<file path="src/logic/rpi_pkg.sv">
// Shared constants for the pipeline interlock block.
// Assumes a 64-entry register file (two banks of 32) and one processor clock.
package rpi_pkg;
    localparam int          REG_COUNT      = 64;
    localparam int          REG_AW         = 6;
    localparam int          DIV_MAX_TICKS  = 16;
    localparam int          JUMP_WAIT      = 3;
    localparam int          IDX_STORE_WAIT = 1;
    localparam int          INT_MEM_SLOTS  = 1;
    localparam int          EXT_MEM_SLOTS  = 2;
    localparam logic [1:0]  WAIT_W0        = 2'h0;
    localparam logic [1:0]  JUMP_WAIT_V    = 2'h3;
    localparam logic [1:0]  SLOT_ZERO      = 2'h0;
    localparam logic [1:0]  SLOT_ONE       = 2'h1;
    localparam logic [1:0]  SLOT_TWO       = 2'h2;
    typedef enum logic [1:0] {RPI_RUN, RPI_WAIT} rpi_state_e;
endpackage

</file>
<file path="src/logic/rpi_pending.sv">
// Per-register pending flags for results and loads still outstanding.
// Assumes set and clear come from logic on the same clock.
`timescale 1ns/100ps
module rpi_pending
    import rpi_pkg::*;
(
    input  wire logic              clock,
    input  wire logic              rst,
    input  wire logic              set_en,
    input  wire logic [REG_AW-1:0] set_idx,
    input  wire logic              clr_en,
    input  wire logic [REG_AW-1:0] clr_idx,
    input  wire logic              clr2_en,
    input  wire logic [REG_AW-1:0] clr2_idx,
    output logic [REG_COUNT-1:0]   pend_r
);
    logic [REG_COUNT-1:0] pend_nxt;
    always_comb begin
        pend_nxt = pend_r;
        if (clr_en) begin
            pend_nxt[clr_idx] = 1'b0;
        end
        // Load and divide may finish together; neither clear may be lost
        if (clr2_en) begin
            pend_nxt[clr2_idx] = 1'b0;
        end
        // Set wins over a clear in the same tick
        if (set_en) begin
            pend_nxt[set_idx] = 1'b1;
        end
    end
    always_ff @(posedge clock) begin
        if (rst) begin
            pend_r <= '0;
        end else begin
            pend_r <= pend_nxt;
        end
    end
endmodule

</file>
<file path="src/logic/rpi_interlock.sv">
// Contract
// - No hazard means one instruction issues every tick.
// - Reading the previous instruction's destination costs one wait tick.
// - Using flags from the previous instruction costs one wait tick.
// - Pending write-back with no operand match stalls one tick.
// - Two write-backs in one tick insert one wait tick.
// - Using a divide result stalls until the divider finishes.
// - A new divide waits while the previous divide is busy.
// - Reading a register awaiting load data stalls until data arrives.
// - One internal or two external transfers may pend; more stall.
// - An indexed store is followed by one wait tick.
// - Jumps from internal memory are followed by three wait ticks.
// - Issue stalls until the next instruction has been fetched.
// - Host access to local space stalls a running matrix multiply.
//
// Issue-stage interlock: decides each tick whether the decoded instruction issues.
// Assumes decode, divider, memory interface and fetch are on the same clock.
`timescale 1ns/100ps
module rpi_interlock
    import rpi_pkg::*;
(
    input  wire logic              clock,
    input  wire logic              rst,
    input  wire logic              inst_valid,
    input  wire logic              rd_src_en,
    input  wire logic [REG_AW-1:0] rd_src,
    input  wire logic              rd_dst_en,
    input  wire logic [REG_AW-1:0] rd_dst,
    input  wire logic              wr_dst_en,
    input  wire logic [REG_AW-1:0] wr_dst,
    input  wire logic              uses_flags,
    input  wire logic              sets_flags,
    input  wire logic              is_divide,
    input  wire logic              is_load,
    input  wire logic              is_store,
    input  wire logic              is_indexed,
    input  wire logic              is_jump,
    input  wire logic              is_external,
    input  wire logic              exec_internal,
    input  wire logic              fetch_ready,
    input  wire logic              div_busy,
    input  wire logic              div_done,
    input  wire logic [REG_AW-1:0] div_dst,
    input  wire logic              load_done,
    input  wire logic [REG_AW-1:0] load_dst,
    input  wire logic              mem_done,
    input  wire logic              wb_pending,
    input  wire logic              wb_dual,
    input  wire logic              mmult_active,
    input  wire logic              host_local_access,
    output logic                   issue_r,
    output logic                   stall_r,
    output logic                   mmult_wait_r
);
    rpi_state_e state_r;
    rpi_state_e state_nxt;
    logic [1:0]            wait_r;
    logic [1:0]            wait_nxt;
    logic [1:0]            slots_r;
    logic [1:0]            slots_nxt;
    logic                  prev_wr_r;
    logic [REG_AW-1:0]     prev_dst_r;
    logic                  prev_flags_r;
    logic                  div_owed_r;
    logic [REG_COUNT-1:0]  pend;

    function automatic logic hit(input logic en, input logic [REG_AW-1:0] a,
                                 input logic pv, input logic [REG_AW-1:0] b);
        return en && pv && (a == b);
    endfunction

    wire issue_now;
    wire pend_set = issue_now && ((is_load && wr_dst_en) || (is_divide && wr_dst_en));

    rpi_pending u_pend (
        .clock   (clock),
        .rst     (rst),
        .set_en  (pend_set),
        .set_idx (wr_dst),
        .clr_en  (load_done),
        .clr_idx (load_dst),
        .clr2_en (div_done),
        .clr2_idx(div_dst),
        .pend_r  (pend)
    );

    wire prev_valid = issue_r;
    wire haz_raw   = prev_valid && (hit(rd_src_en, rd_src, prev_wr_r, prev_dst_r) ||
                     hit(rd_dst_en, rd_dst, prev_wr_r, prev_dst_r));
    wire haz_flag  = prev_valid && uses_flags && prev_flags_r;
    wire op_match  = hit(rd_src_en, rd_src, prev_wr_r, prev_dst_r) || hit(rd_dst_en, rd_dst, prev_wr_r, prev_dst_r);
    wire haz_wb    = wb_pending && !op_match && (rd_src_en || rd_dst_en);
    wire haz_dual  = wb_dual;
    // Data arriving this tick is forwarded, so an internal load costs one tick only
    wire free_src  = hit(rd_src_en, rd_src, load_done, load_dst) || hit(rd_src_en, rd_src, div_done, div_dst);
    wire free_dst  = hit(rd_dst_en, rd_dst, load_done, load_dst) || hit(rd_dst_en, rd_dst, div_done, div_dst);
    wire pend_src  = rd_src_en && pend[rd_src] && !free_src;
    wire pend_dst  = rd_dst_en && pend[rd_dst] && !free_dst;
    wire haz_pend  = pend_src || pend_dst;
    wire haz_div   = haz_pend && div_owed_r;
    wire haz_divb  = is_divide && div_busy;
    wire haz_load  = haz_pend;
    wire [1:0] slot_cap = is_external ? SLOT_TWO : SLOT_ONE;
    wire haz_mem   = (is_load || is_store) && (slots_r >= slot_cap);
    wire haz_fetch = !fetch_ready;
    wire haz_wait  = (state_r == RPI_WAIT);
    wire any_haz   = haz_raw || haz_flag || haz_wb || haz_dual || haz_div || haz_divb ||
                     haz_load || haz_mem || haz_fetch || haz_wait;
    assign issue_now = inst_valid && !any_haz;

    always_comb begin
        state_nxt = state_r;
        wait_nxt  = wait_r;
        unique case (state_r)
            RPI_RUN: begin
                if (issue_now && is_jump && exec_internal) begin
                    state_nxt = RPI_WAIT;
                    wait_nxt  = JUMP_WAIT_V;
                end else if (issue_now && is_store && is_indexed) begin
                    state_nxt = RPI_WAIT;
                    wait_nxt  = SLOT_ONE;
                end
            end
            RPI_WAIT: begin
                wait_nxt = wait_r - SLOT_ONE;
                if (wait_r == SLOT_ONE) begin
                    state_nxt = RPI_RUN;
                end
            end
        endcase
    end

    always_comb begin
        slots_nxt = slots_r;
        if (issue_now && (is_load || is_store) && !mem_done) begin
            slots_nxt = slots_r + SLOT_ONE;
        end else if (!(issue_now && (is_load || is_store)) && mem_done && slots_r != SLOT_ZERO) begin
            slots_nxt = slots_r - SLOT_ONE;
        end
    end

    always_ff @(posedge clock) begin
        if (rst) begin
            state_r      <= RPI_RUN;
            wait_r       <= WAIT_W0;
            slots_r      <= SLOT_ZERO;
            issue_r      <= 1'b0;
            stall_r      <= 1'b0;
            mmult_wait_r <= 1'b0;
            prev_wr_r    <= 1'b0;
            prev_dst_r   <= '0;
            prev_flags_r <= 1'b0;
            div_owed_r   <= 1'b0;
        end else begin
            state_r      <= state_nxt;
            wait_r       <= wait_nxt;
            slots_r      <= slots_nxt;
            issue_r      <= issue_now;
            stall_r      <= inst_valid && any_haz;
            mmult_wait_r <= mmult_active && host_local_access;
            if (issue_now) begin
                prev_wr_r    <= wr_dst_en && !is_load && !is_divide;
                prev_dst_r   <= wr_dst;
                prev_flags_r <= sets_flags;
            end
            if (issue_now && is_divide) begin
                div_owed_r <= 1'b1;
            end else if (div_done) begin
                div_owed_r <= 1'b0;
            end
        end
    end
endmodule

</file>
<file path="config.mk">
export PLATFORM = sky130hd
export DESIGN_NAME = rpi_interlock
export DESIGN_NICKNAME = d
export VERILOG_FILES = /design/src/logic/rpi_pkg.sv /design/src/logic/rpi_pending.sv /design/src/logic/rpi_interlock.sv
export SDC_FILE = /design/constraint.sdc
export NUM_CORES = 1
export LEC_CHECK = 0
export BUFFER_PORTS_ARGS = -buffer_cell sky130_fd_sc_hd__buf_2
export CELL_PAD_IN_SITES_DETAIL_PLACEMENT = 1
export CELL_PAD_IN_SITES_GLOBAL_PLACEMENT = 2
export CORE_MARGIN = 5
export CORE_UTILIZATION = 39
export DETAILED_ROUTE_END_ITERATION = 6
export GPL_TIMING_DRIVEN = 0
export HOLD_SLACK_MARGIN = 0.12
export PLACE_DENSITY = 0.93
export SLEW_MARGIN = 20
export SYNTH_ARGS = -nofsm -noshare
export SYNTH_HDL_FRONTEND = slang
export SYNTH_SLANG_ARGS = --single-unit
</file>
<file path="constraint.sdc">
create_clock -name clock -period 5.4 [get_ports clock]
set_clock_uncertainty 0.15 [all_clocks]
set_input_delay 0 -clock clock [delete_from_list [all_inputs] [get_ports clock]]
set_output_delay 0 -clock clock [all_outputs]
set_load 0.01 [all_outputs]
</file>
==> qor.yml <==
yosys:
  mappedNetlistArea_um2: 5349
  synthAdderAreaFrac_pct: 0.7018
  ys_types: 55
  synthTopCellsByArea: "dfxtp_1 (30%), a22oi_1 (11%), mux2i_1 (8.8%), nand3_1 (7.2%), mux4_2 (6.7%)"
  synth_xor_area_share_pct: 5.895
  yosys_warnings: 0
  synth_top_area_cell: "dfxtp_1"
  async_reset_ff_share_pct: 0
  synth_ff_type: "dfxtp_1"
  ys_ff_latch: 80
  yosys.area_share.simple_pct: 19.98
  syn_inst: 625
  avgSynthCellArea_um2: 8.558
  synth_fp_nets: 682
  ys_seq_area_share_pct: 29.94
  yosys-mux-area-fraction_pct: 15.95
  synth_compound_area_share_pct: 22.92
  synth_top_family_by_area: "compound AO/OA/AOI/OAI gates"
  synth_edf_count: 0
  synth_top_area_share_pct: 29.94
cts:
  clock_sinks: 80
  cts_made_buffers: 9
  ctsResizeCount: 0
  root_buffer: "clkbuf_16"
  h-tree-depth: 3
  clk_pin_slew_ns: 0.07
  cts_tree: "yes"
  cts_buffer_depth: 2
  worstSkewPairLatency_ns: 0.36
sta:
  drv_slew: 0
  min_period_ns: 4.369
  tightest_slew_ns: 1.314
  max_clock_freq_mhz: 228.9
  period_share_pct: 80.91
  final-setup-viol-count: 0
  tns_ns: 0
  rsz0062_at_grt: "no"
  final-hold-violation-count: 0
  slew_headroom_pct: 12.05
route:
  drt-initial-drc-count: 608
  vias: 5906
  drt-total-wl_um: 24450
  drt_pass1_iterations: 5
  antenna_left: 0
  vias_per_cell: 6.689
  drcViolationCount: 0
  routedWlPerCell_um: 27.69
critical_path:
  worstPathRequired_ns: 5.49
  endpoint_kind: "flop"
  critPathLaunchType: "flop"
  r2r-start: "prev_dst_r[5]"
  cp.arrival_ns: 4.45
  crit_type: "reg2reg"
  crit_path_max_fanout: 10
  startpoint: "prev_dst_r[5]"
grt:
  grt_antenna_before_repair: 0
  overflow: 0
  first_global_vias: 6020
  grt_pass1_wl_um: 36520
  grt_max_degree: 14
  gr-usage-all-layers_pct: 30.00
layout:
  syn2layout_area_growth_pct: 18.22
  nNetsFinal: 759
  n_antenna_cell: 0
  drive_gt1_share_pct: 14.57
  fin_util_pct: 47.38
pwr:
  p_per_area_nw_per_um2: 225.1
  power_leakage_nw: 2.204
  ir_drop_v: 0.0001412
floorplan:
  start_util_pct: 40.07
  core-area_um2: 13350
  dieArea_um2: 16160
  die_w_um: 127.1
  die_height_um: 127.1
  std_cell_rows: 42
  io_pins: 57
place:
  port_buffers: 40
  hpwl_um: 17100
  gp_congestion: 0.9460
outcome:
  outcome: "finished clean"
hold_path:
  hold_path_class: "in2reg"
  hp-start: "fetch_ready"
job:
  drv_cap: 0
[cells by family after synthesis]
group           after synthesis
compound gates              175
xor+xnor                     36
mux                          65
fa+ha+maj                     3
simple gates                210
buf+inv                      56
flops                        80
[synthesized netlist by cell type, types with 16 or more instances]
cell	n
dfxtp_1	80
nand3_1	77
a22oi_1	75
mux2i_1	47
nand2_1	35
nor2_1	34
o31ai_1	32
clkbuf_1	29
o21ai_1	20
xnor2_1	18
xor2_1	18
o21ai_0	17
mux4_2	16
[area by class of cell]
class                           count  area [um^2]
Fill cell                        1623         7024
Multi-Input combinational cell    489         3526
Sequential cell                    80         1602
Timing Repair Buffer               66        455.4
Clock buffer                       10        239.0
Buffer                             50        224.0
Tap cell                          176        220.2
Clock inverter                      6        35.03
Inverter                            6        22.52
[where the power goes]
part	leakage [nW]	internal (mW)	switching [mW]
logic	1.43	0.0777	0.156
registers	0.645	0.592	0.00197
clock network	0.134	0.321	0.275
[timing repair]
action	4_1_cts	5_1_grt
setup buffers	0	0
endpoints found under the hold margin	75	0
hold buffers	24	0
setup endpoints to repair	0	0
[state kept, by name, indices dropped and copies added, names as in the netlist]
| signal | cells |
|---|---|
| prev_flags_r | 1 |
| prev_dst_r | 6 |
| u_pend.pend_r | 64 |
| stall_r | 1 |
| wait_r | 2 |
| mmult_wait_r | 1 |
| issue_r | 1 |
| slots_r | 2 |
| prev_wr_r | 1 |
| state_r | 1 |
[layer usage]
metal  vias up  GRT usage [%]  routed length (um)
met1      2935          36.89                9383
li1       2554              -                   -
met2       335          49.00               11360
met5         -              0                   0
met4         0          13.75                1137
met3        82          8.180                2572
[layout by cell type, fill, tap and decap left out, types with 17 or more instances in the layout]
master,n
dlygate4sd3_1,24
clkbuf_1,29
xnor2_1,18
a22oi_1,75
o21ai_1,20
o21ai_0,17
nand3_1,77
xor2_1,18
buf_2,51
dfxtp_1,80
nor2_1,32
mux2i_1,47
nand2_1,35
o31ai_1,32
[critical path, cell delays in order (launching register included)]
cell and delay [ns]:
dfxtp_1 0.37, xor2_1 0.19, or4_1 0.53, o22ai_1 0.31, nor2_1 0.13, a211oi_1 0.38, nand4_1 0.22, buf_2 0.25
buf_1 0.27, o22ai_1 0.23, dlygate4sd3_1 0.59, nand2_1 0.06, dlygate4sd3_1 0.56
[worst paths after layout]
kind | endpoint | slack (ns) | depth (start not counted)
max | slots_r[0] | 1.03 | 12
min | slots_r[1] | 0.17 | 6
max reg2reg | slots_r[0] | 1.03 | 12
min reg2reg | u_pend.pend_r[2] | 0.32 | 2
[per-stage QoR]
step	hold slack [ns]	setup WS [ns]	total power [mW]	area [um^2]	std cells
floorplan	-0.006057	2.619	0.7346	5349	625
global placement	0.07185	1.694	0.8118	5769	841
detailed placement	0.08520	1.611	0.8195	5804	843
CTS	0.1422	1.233	1.414	6319	883
global route	0.2231	0.8535	1.458	6324	883
finish	0.1729	1.031	1.424	6324	883
No activity file was read; power rests on OpenSTA's default activity.
